--- src/hdl/sdce_defines.vh ---
// diagnostic code words, message types and field widths for the code encoder
// assumes inclusion by bare name from the design files
`ifndef SDCE_DEFINES_VH
`define SDCE_DEFINES_VH

// ----------------------------------------
// widths
// ----------------------------------------
`define SDCE_CODE_W 10
`define SDCE_TYPE_W 2
`define SDCE_NPAIRS 6

// ----------------------------------------
// message types
// ----------------------------------------
`define SDCE_TYPE_NONE 2'h0
`define SDCE_TYPE_STATUS 2'h1
`define SDCE_TYPE_ALERT 2'h2
`define SDCE_TYPE_ERROR 2'h3

// ----------------------------------------
// error codes
// ----------------------------------------
`define SDCE_ERR_XC_P6A 10'h09d
`define SDCE_ERR_XC_P6B 10'h09c
`define SDCE_ERR_XC_START 10'h0b0

// ----------------------------------------
// alert codes
// ----------------------------------------
`define SDCE_ALR_SYNC_OPEN 10'h0b3
`define SDCE_ALR_SYNC_LATE 10'h0a7

// ----------------------------------------
// status codes
// ----------------------------------------
`define SDCE_STS_INPUTS_OFF 10'h0b7
`define SDCE_STS_P1A 10'h0b5
`define SDCE_STS_P1B 10'h0b4
`define SDCE_STS_P2A 10'h0bc
`define SDCE_STS_P2B 10'h0bd
`define SDCE_STS_P3A 10'h0bf
`define SDCE_STS_P3B 10'h0be
`define SDCE_STS_P4A 10'h0ba
`define SDCE_STS_P4B 10'h0bb
`define SDCE_STS_P5A 10'h0b9
`define SDCE_STS_P5B 10'h0b8
`define SDCE_STS_P6A 10'h0a8
`define SDCE_STS_P6B 10'h0a9
`define SDCE_STS_WAIT_TEST 10'h0ab
`define SDCE_STS_WAIT_RISE 10'h0aa
`define SDCE_STS_WAIT_FALL 10'h0ae
`define SDCE_STS_RUN 10'h0af
`define SDCE_CODE_IDLE 10'h000

`endif

--- src/hdl/sdce_encoder.v ---
// diagnostic code encoder: condition flags in, 10-bit code word and type out
// assumes flags come synchronous from the safety state machine on i_clk
// What this block does
// - cross circuit pair 6 a/b gives error
// - start-input cross circuit gives its error code
// - sync window expired, one input off: alert
// - both active but too late: alert
// - inputs and outputs off: status code
// - pair 1 awaiting change: terminal codes
// - pair 2 awaiting change: terminal codes
// - pair 3 awaiting change: terminal codes
// - pair 4 awaiting change: terminal codes
// - pair 5 awaiting change: terminal codes
// - pair 6 awaiting change: terminal codes
// - antivalent pair: first-terminal code means both
// - waiting startup test, waiting rising start edge
// - monitored start active: wait falling edge code
// - run with outputs energized: run code
// - each code other than idle carries error, alert or status
`timescale 1ns/1ns
`include "sdce_defines.vh"
module sdce_encoder (
   // clock and reset
   input wire i_clk,
   input wire i_srst,
   // cross circuit detections
   input wire i_xc_pair6_input_a,
   input wire i_xc_pair6_input_b,
   input wire i_xc_start,
   // synchronization faults
   input wire i_sync_open,
   input wire i_sync_late,
   // expected changes per pair, bit 0 is pair 1
   input wire [5:0] i_wait_input_a,
   input wire [5:0] i_wait_input_b,
   input wire [5:0] i_antivalent,
   // operating state flags
   input wire i_inputs_off,
   input wire i_wait_test,
   input wire i_wait_rise,
   input wire i_wait_fall,
   input wire i_run,
   // diagnostic word
   output reg [`SDCE_CODE_W-1:0] o_code,
   output reg [`SDCE_TYPE_W-1:0] o_type,
   output reg o_change
);
   // ----------------------------------------
   // latched errors
   // ----------------------------------------
   wire [2:0] err_latched;
   reg [2:0] err_seen;
   wire [2:0] err_now;
   // a detection seen combinationally too, so it is not a cycle late
   assign err_now = {i_xc_start, i_xc_pair6_input_b, i_xc_pair6_input_a};

   // errors stay until a power cycle clears them
   sdce_error_latch #(
      .N(3)
   ) u_lat (
      .i_clk(i_clk),
      .i_srst(i_srst),
      .i_detect(err_now),
      .o_latched(err_latched)
   );

   always @* begin
      err_seen = err_latched | err_now;
   end

   // ----------------------------------------
   // pair expectations
   // ----------------------------------------
   // antivalent: both terminals change, reported on the first-terminal code alone
   wire [5:0] eff_a;
   wire [5:0] eff_b;
   assign eff_a = i_wait_input_a | (i_antivalent & i_wait_input_b);
   assign eff_b = i_wait_input_b & ~i_antivalent;

   wire pick_valid;
   wire [`SDCE_CODE_W-1:0] pick_code;

   sdce_status_pick u_pick (
      .i_clk(i_clk),
      .i_srst(i_srst),
      .i_wait_a(eff_a),
      .i_wait_b(eff_b),
      .o_valid(pick_valid),
      .o_code(pick_code)
   );

   // ----------------------------------------
   // align other flags with the picker's register stage
   // ----------------------------------------
   reg sync_open_q;
   reg sync_late_q;
   reg inputs_off_q;
   reg wait_test_q;
   reg wait_rise_q;
   reg wait_fall_q;
   reg run_q;
   reg [2:0] err_q;

   always @(posedge i_clk) begin
      if (i_srst) begin
         sync_open_q <= 1'b0;
         sync_late_q <= 1'b0;
         inputs_off_q <= 1'b0;
         wait_test_q <= 1'b0;
         wait_rise_q <= 1'b0;
         wait_fall_q <= 1'b0;
         run_q <= 1'b0;
         err_q <= 3'h0;
      end else begin
         sync_open_q <= i_sync_open;
         sync_late_q <= i_sync_late;
         inputs_off_q <= i_inputs_off;
         wait_test_q <= i_wait_test;
         wait_rise_q <= i_wait_rise;
         wait_fall_q <= i_wait_fall;
         run_q <= i_run;
         err_q <= err_seen;
      end
   end

   // ----------------------------------------
   // priority selection
   // ----------------------------------------
   reg [`SDCE_CODE_W-1:0] next_code;
   reg [`SDCE_TYPE_W-1:0] next_type;

   always @* begin
      next_code = `SDCE_CODE_IDLE;
      next_type = `SDCE_TYPE_NONE;
      // errors first, then alerts, then status
      if (err_q[0]) begin
         next_code = `SDCE_ERR_XC_P6A;
         next_type = `SDCE_TYPE_ERROR;
      end else if (err_q[1]) begin
         next_code = `SDCE_ERR_XC_P6B;
         next_type = `SDCE_TYPE_ERROR;
      end else if (err_q[2]) begin
         next_code = `SDCE_ERR_XC_START;
         next_type = `SDCE_TYPE_ERROR;
      end else if (sync_open_q) begin
         next_code = `SDCE_ALR_SYNC_OPEN;
         next_type = `SDCE_TYPE_ALERT;
      end else if (sync_late_q) begin
         next_code = `SDCE_ALR_SYNC_LATE;
         next_type = `SDCE_TYPE_ALERT;
      end else if (run_q) begin
         next_code = `SDCE_STS_RUN;
         next_type = `SDCE_TYPE_STATUS;
      end else if (wait_fall_q) begin
         next_code = `SDCE_STS_WAIT_FALL;
         next_type = `SDCE_TYPE_STATUS;
      end else if (pick_valid) begin
         next_code = pick_code;
         next_type = `SDCE_TYPE_STATUS;
      end else if (wait_test_q) begin
         next_code = `SDCE_STS_WAIT_TEST;
         next_type = `SDCE_TYPE_STATUS;
      end else if (wait_rise_q) begin
         next_code = `SDCE_STS_WAIT_RISE;
         next_type = `SDCE_TYPE_STATUS;
      end else if (inputs_off_q) begin
         next_code = `SDCE_STS_INPUTS_OFF;
         next_type = `SDCE_TYPE_STATUS;
      end
   end

   // ----------------------------------------
   // output register
   // ----------------------------------------
   // word only moves when the chosen condition moves
   always @(posedge i_clk) begin
      if (i_srst) begin
         o_code <= `SDCE_CODE_IDLE;
         o_type <= `SDCE_TYPE_NONE;
         o_change <= 1'b0;
      end else begin
         o_code <= next_code;
         o_type <= next_type;
         o_change <= (next_code != o_code) || (next_type != o_type);
      end
   end
endmodule // sdce_encoder

--- src/hdl/sdce_error_latch.v ---
// sticky cross-circuit error flags, cleared only by reset (power cycle)
// assumes condition inputs are synchronous one-cycle or level detections
`timescale 1ns/1ns
module sdce_error_latch #(
   parameter N = 3
) (
   // clock and reset
   input wire i_clk,
   input wire i_srst,
   // detections in, latched flags out
   input wire [N-1:0] i_detect,
   output reg [N-1:0] o_latched
);
   // ----------------------------------------
   // one latch per source
   // ----------------------------------------
   genvar g;
   generate
      for (g = 0; g < N; g = g + 1) begin : g_lat
         always @(posedge i_clk) begin
            if (i_srst) begin
               o_latched[g] <= 1'b0;
            end else if (i_detect[g]) begin
               o_latched[g] <= 1'b1;
            end
         end
      end
   endgenerate
endmodule // sdce_error_latch

--- src/hdl/sdce_status_pick.v ---
// picks the lowest-numbered pair that awaits a change and returns its status code
// assumes pair flags are levels from the safety state machine
`timescale 1ns/1ns
`include "sdce_defines.vh"
module sdce_status_pick (
   // clock and reset
   input wire i_clk,
   input wire i_srst,
   // per-pair expectation flags, bit 0 is pair 1
   input wire [5:0] i_wait_a,
   input wire [5:0] i_wait_b,
   // registered choice
   output reg o_valid,
   output reg [`SDCE_CODE_W-1:0] o_code
);
   // ----------------------------------------
   // code lookup
   // ----------------------------------------
   function [`SDCE_CODE_W-1:0] pair_code;
      input [2:0] idx;
      input term_b;
      begin
         case ({idx, term_b})
            4'h0: pair_code = `SDCE_STS_P1A;
            4'h1: pair_code = `SDCE_STS_P1B;
            4'h2: pair_code = `SDCE_STS_P2A;
            4'h3: pair_code = `SDCE_STS_P2B;
            4'h4: pair_code = `SDCE_STS_P3A;
            4'h5: pair_code = `SDCE_STS_P3B;
            4'h6: pair_code = `SDCE_STS_P4A;
            4'h7: pair_code = `SDCE_STS_P4B;
            4'h8: pair_code = `SDCE_STS_P5A;
            4'h9: pair_code = `SDCE_STS_P5B;
            4'ha: pair_code = `SDCE_STS_P6A;
            4'hb: pair_code = `SDCE_STS_P6B;
            default: pair_code = `SDCE_CODE_IDLE;
         endcase
      end
   endfunction

   reg next_valid;
   reg [`SDCE_CODE_W-1:0] next_code;
   integer k;

   // scan from pair 6 down so pair 1 wins; terminal a wins over b
   always @* begin
      next_valid = 1'b0;
      next_code = `SDCE_CODE_IDLE;
      for (k = 5; k >= 0; k = k - 1) begin
         if (i_wait_b[k]) begin
            next_valid = 1'b1;
            next_code = pair_code(k[2:0], 1'b1);
         end
         if (i_wait_a[k]) begin
            next_valid = 1'b1;
            next_code = pair_code(k[2:0], 1'b0);
         end
      end
   end

   always @(posedge i_clk) begin
      if (i_srst) begin
         o_valid <= 1'b0;
         o_code <= `SDCE_CODE_IDLE;
      end else begin
         o_valid <= next_valid;
         o_code <= next_code;
      end
   end
endmodule // sdce_status_pick

--- config.mk ---
export PLATFORM = sky130hd
export DESIGN_NAME = sdce_encoder
export DESIGN_NICKNAME = d
export VERILOG_FILES = /design/src/hdl/sdce_encoder.v /design/src/hdl/sdce_error_latch.v /design/src/hdl/sdce_status_pick.v
export VERILOG_INCLUDE_DIRS = /design/src /design/src/hdl
export SDC_FILE = /design/constraint.sdc
export NUM_CORES = 1
export LEC_CHECK = 0
export BUFFER_PORTS_ARGS = -buffer_cell sky130_fd_sc_hd__buf_2
export CAP_MARGIN = 20
export CORE_MARGIN = 1
export CORE_UTILIZATION = 45
export DETAILED_ROUTE_END_ITERATION = 12
export GPL_ROUTABILITY_DRIVEN = 0
export PLACE_DENSITY = 0.72
export SLEW_MARGIN = 20
export SYNTH_ARGS = -nofsm -noshare
export SYNTH_HDL_FRONTEND = slang
export SYNTH_SLANG_ARGS = --single-unit
--- constraint.sdc ---
create_clock -name i_clk -period 1.8 [get_ports i_clk]
set_input_delay 0.18 -clock i_clk [delete_from_list [all_inputs] [get_ports i_clk]]
set_output_delay 0.18 -clock i_clk [all_outputs]
set_load 0.02 [all_outputs]
# Yosys cells after proc, flatten, opt, wreduce, memory -nomap -nowiden
# Cells that the tools add are included.
# totals
reg_bits	37
latchBits	0
ramBits	0
mem_bits_ro	0
input_bits	30
out_inout_bits	13
word_cells	76
n_memories	0
# op_classes
add_sub_neg	0
mul	0
div_mod_pow	0
order_cmp	0
eq_ne	2
n_shift	0
mux	46
bitwise	5
reduce_logical	4
# ops
cell	count
2-to-1 mux 8 bit	15
2-to-1 mux 10 bit	8
2-to-1 mux 1 bit	18
AND 6 bit	2
OR reduction 12 bit	1
2-to-1 mux 2 bit	5
!= test 10 bit	1
inverter 6 bit	1
bitwise OR 6 bit	1
OR reduction 5 bit	1
bitwise OR 3 bit	1
OR reduction 3 bit	1
!= test 2 bit	1
logical OR 1 bit	1

# Logic depth before layout (Yosys ltp)
# depth
ltp_word	14
depth_mapped	6
depth_no_buf	5

# Modules after synthesis
# From an unflattened synthesis, not the netlist that was laid out.
# hier_totals
cells_unflattened	173
area_unflattened_um2	1545.2
# modules_own_cells
mod	instances	cells_per_inst	area_per_inst_um2
sdce_encoder	1	136	1173.6
sdce_status_pick	1	31	281.5
sdce_error_latch	1	6	90.1

# Least setup slack after synthesis
# OpenSTA, ideal clock, no wires.
# synth_timing
path_type	flip-flop to flip-flop
startpoint	register u_pick.o_valid
endpoint	register o_change
setup_ns	0.139
arrival_time_ns	1.572
setup_slack_ns	0.089
stages_incl_launch_ff	7
synth_period_minus_slack_ns	1.711
cell_sequence	dfxtp_1 buf_6 nor4_4 nand2_2 or4_1 a221oi_2 a41oi_1
# synth_via
elab_chain_cells	10
elab_cells_between_ends	19
classes_between	eq/ne: 2; mux: 16; reduce/logical: 1
# synth_rtl
element	line	source
start: declaration	sdce_status_pick.v:13	output reg o_valid,
start signal: assignment	sdce_status_pick.v:66	o_valid <= next_valid;
2-to-1 mux 10 bit or 2-to-1 mux 1 bit (tied branches)	sdce_encoder.v:157	end else if (pick_valid) begin
2-to-1 mux 10 bit or 2-to-1 mux 1 bit (tied branches)	sdce_encoder.v:154	end else if (wait_fall_q) begin
2-to-1 mux 10 bit or 2-to-1 mux 1 bit (tied branches)	sdce_encoder.v:151	end else if (run_q) begin
2-to-1 mux 10 bit or 2-to-1 mux 2 bit (tied branches)	sdce_encoder.v:148	end else if (sync_late_q) begin
2-to-1 mux 10 bit or 2-to-1 mux 2 bit (tied branches)	sdce_encoder.v:145	end else if (sync_open_q) begin
2-to-1 mux 10 bit or 2-to-1 mux 2 bit (tied branches)	sdce_encoder.v:142	end else if (err_q[2]) begin
2-to-1 mux 10 bit or 2-to-1 mux 2 bit (tied branches)	sdce_encoder.v:139	end else if (err_q[1]) begin
2-to-1 mux 10 bit or 2-to-1 mux 2 bit (tied branches)	sdce_encoder.v:136	if (err_q[0]) begin
!= test 10 bit or != test 2 bit (tied branches)	sdce_encoder.v:184	o_change <= (next_code != o_code) || (next_type != o_type);
logical OR 1 bit *	sdce_encoder.v:184	
end signal: assignment	sdce_encoder.v:184	
end: declaration	sdce_encoder.v:46	output reg o_change
# Mark *: on every way between the ends. The rest lies on a longest branch, timed or not.
# A chain may end at the register's enable or synchronous reset.

# Final worst setup path
# layout_timing
startpoint	register err_q[2]
endpoint	register o_change
# layout_via
elab_chain_cells	5
elab_cells_between_ends	9
classes_between	eq/ne: 2; mux: 6; reduce/logical: 1
# layout_rtl
element	line	source
start: declaration	sdce_encoder.v:102	reg [2:0] err_q;
start signal: assignment	sdce_encoder.v:122	err_q <= err_seen;
2-to-1 mux 10 bit or 2-to-1 mux 2 bit (tied branches)	sdce_encoder.v:142	
2-to-1 mux 10 bit or 2-to-1 mux 2 bit (tied branches)	sdce_encoder.v:139	
2-to-1 mux 10 bit or 2-to-1 mux 2 bit (tied branches)	sdce_encoder.v:136	
!= test 10 bit or != test 2 bit (tied branches)	sdce_encoder.v:184	
logical OR 1 bit *	sdce_encoder.v:184	
# Marks and branches as above.

==> results.sh <==
export IMPL_cts_root_buf="clkbuf_4"
export IMPL_min_path_type="in -> reg"
export IMPL_antenna_found_initial=0
export IMPL_hp_start="i_sync_late"
export IMPL_n_antenna_cell=0
export IMPL_start_kind="register"
export IMPL_worst_path_max_fanout=5
export IMPL_setup_viol=1
export IMPL_dp_hpwl_mm=2.47
export IMPL_reg2reg_from="err_q[2]"
export IMPL_synthDominantCellAreaShare=0.421
export IMPL_placed_area_sq_mm=0.00161
export IMPL_p_seq_frac=0.527
export IMPL_timing_final_ws_setup_ps=-67.8
export IMPL_worstPathArrival_ps=2060
export IMPL_die_x_microns=57.4
export IMPL_yosysMostFrequentCell="dfxtp_1"
export IMPL_slew_violations=0
export IMPL_track_usage=0.218
export IMPL_fp_dieArea_sq_mm=0.00329
export IMPL_clock_fmax_mhz=535
export IMPL_core_region_area_sq_mm=0.00283
export IMPL_clk_pin_slew_ps=90
export IMPL_drtIter0Drc=42
export IMPL_yosys_top_cells_count="dfxtp_1 (29), nor2_1 (25), nor2b_1 (9), nor4_1 (9)"
export IMPL_yosys_area_top_type="dfxtp_1"
export IMPL_drive_gt1_frac=0.340
export IMPL_numClockSinks=29
export IMPL_grt_overflow=0
export IMPL_whs_endpoint="sync_late_q"
export IMPL_r2r_cells=5
export IMPL_io_pins=43
export IMPL_cts_hold_buf=0
export IMPL_die_y_microns=57.4
export IMPL_io_buffers=39
export IMPL_clkPwrFrac=0.275
export IMPL_ys_seq_area_frac=0.421
export IMPL_syn2layout_area_growth_pct=20.9
export IMPL_first_pass_iters=8
export IMPL_avgSynthCellArea_sq_um=8.96
export IMPL_violations="design-rule violations, negative setup slack"
export IMPL_rows=19
export IMPL_skew_ps=5.69
export IMPL_swShare=0.305
export IMPL_holdPathStages=2
export IMPL_synth_seq_cells=29
export IMPL_ir_worst_vdd_mv=0.420
export IMPL_start_util=0.488
export IMPL_wl_per_cell_microns=13.8
export IMPL_grt_max_degree=29
export IMPL_drc_errors=6
export IMPL_synth_area_leaders="dfxtp_1 (42%), nor2_1 (6.8%), nor2b_1 (4.1%)"
export IMPL_rsz0062_at_grt="true"
export IMPL_period_share=1.04
export IMPL_tightest_slew_ps=486
export IMPL_placed_cells=226
export IMPL_p_total_w=0.00138
export IMPL_synth_edf_count=0
export IMPL_crit_path_end_kind="register"
export IMPL_wl_mm=3.23
export IMPL_synth_cell_types=49
export IMPL_clk_insertion_delay_late_ps=330
export IMPL_finish_net_count=232
export IMPL_p_switching_w=0.000420
export IMPL_syn_inst=154
export IMPL_vias=1316
export IMPL_antenna_left=0
export IMPL_async_reset_ff_frac=0
export IMPL_hold_violations=0
export IMPL_status="finished, violations left"
export IMPL_cts_htree_levels=2
export IMPL_filler_cell_count=270
export IMPL_required_ps=2000
export IMPL_grt_pass1_wl_mm=5.35
export IMPL_tritoncts="yes"
export IMPL_p_leak_nw=0.723
export IMPL_clk_path_buf_depth=2
export IMPL_drv_cap=0
export IMPL_synth_ff_type="dfxtp_1"
export IMPL_design_area_sq_mm=0.00167
export IMPL_netlist_area_sq_mm=0.00138
export IMPL_fin_cells=234
export IMPL_r2r_end="o_change"
export IMPL_powerDensity_mw_per_mm2=826
export IMPL_timing_slew_headroom=0.667
export IMPL_timing_worst_setup_path_type="reg -> reg"
export IMPL_rrSetupSlack_ps=-70
export IMPL_yosysWarningCount=0
export IMPL_period_minus_slack_ps=1870
export IMPL_grt_pass1_vias=1292
export IMPL_pwr_share_comb=0.198
export IMPL_drt_vias_per_instance=5.62
export IMPL_postCtsSetupRepairBufs=0
export IMPL_cts_buffers=5
export IMPL_cell_internal_pwr_w=0.000958
==> power groups by stage <==
stage / clock network, W / registers (W) / logic (W)
2_1_floorplan: 0 / 0.000749 / 0.000162
5_1_grt: 0.000421 / 0.000732 / 0.000302
3_5_place_dp: 0 / 0.000740 / 0.000269
6_report: 0.000379 / 0.000726 / 0.000273
3_3_place_gp: 0 / 0.000737 / 0.000260
4_1_cts: 0.000392 / 0.000725 / 0.000270
==> worst max path at each step <==
stage | cells past startpoint | slack (ps) | from | end
global route | 5 | -160 | err_q[2] | o_change
floorplan | 6 | 90 | u_pick.o_valid | o_change
detailed placement | 5 | 7 | wait_test_q | o_change
CTS | 5 | 3 | u_pick.o_valid | o_change
global placement | 5 | 30 | err_q[2] | o_change
finish | 5 | -70 | err_q[2] | o_change
==> critical path, cell delays in order, from the launching register on <==
cell       delay, ps
dfxtp_1          370
or3_1            440
a2111oi_1        360
o21ai_1          160
a221oi_2         280
a41oi_1          130
==> layer usage <==
layer | track usage | part of all wire | up-vias
met5 | 0 | 0 | -
met4 | 0.125 | 0.024 | 0
met3 | 0.0726 | 0.053 | 7
met2 | 0.390 | 0.53 | 53
met1 | 0.220 | 0.39 | 605
li1 | - | - | 651
==> per-stage QoR <==
step                       util  TNS [ps]  setup WS (ps)  hold WS, ps
final                     0.590     -67.8          -67.8         54.3
after global routing      0.590      -160           -160         40.3
after CTS                 0.589         0           3.19         34.8
after detailed placement  0.569         0           6.73          397
after global placement    0.569         0           31.0          388
after floorplan               -         0           89.2          257
==> final cells by class <==
| type | instances | area [sq um] | share of cell area |
|---|---|---|---|
| multi-input combinational | 113 | 707 | 0.424 |
| clock inverter | 3 | 17.5 | 0.0105 |
| inverter | 4 | 15.0 | 0.00900 |
| clock buffer | 5 | 37.5 | 0.0225 |
| sequential | 29 | 583 | 0.349 |
| timing repair buffer | 49 | 270 | 0.162 |
| tap | 31 | 38.8 | 0.0232 |
==> state kept, by name (all words and copies together), names as in the netlist <==
name and cells:
sync_open_q 1, sync_late_q 1, u_pick.o_valid 1, wait_fall_q 1
wait_test_q 1, u_pick.o_code 5, run_q 1, err_q 3
o_code 7, u_lat.o_latched 3, wait_rise_q 1, o_type 2
inputs_off_q 1, o_change 1
==> cells by family (layout without fill, tap and decap cells) <==
| group | count (synthesis) | in the layout | synth area share |
|---|---|---|---|
| buffers and inverters | 14 | 61 | 0.0734 |
| multiplexers | 4 | 4 | 0.0308 |
| AND/OR/NAND/NOR | 74 | 74 | 0.305 |
| flip-flops | 29 | 29 | 0.421 |
| AO/OA/AOI/OAI | 32 | 32 | 0.168 |
| other | 1 | 3 | 0.00272 |
==> layout by cell type, fill, tap and decap left out, types with 2 or more instances in the layout <==
cell	n
buf_2	39
dfxtp_1	27
nor2_1	25
buf_4	10
nor4_1	9
nor2b_1	9
a21oi_1	7
nand2_1	7
clkbuf_4	5
inv_1	4
nor3_1	4
o21ai_0	4
or3_1	3
conb_1	3
or4_1	2
a211oi_1	2
or4b_1	2
o211ai_1	2
mux2i_1	2
mux2_2	2
a2111oi_0	2
clkinv_2	2
dfxtp_2	2
==> repair_timing <==
item / CTS / global route
pin swaps: 0 / 2
setup endpoints to repair: 1 / 1
resized for setup: 1 / 3
No activity file was read; power rests on OpenSTA's default activity.
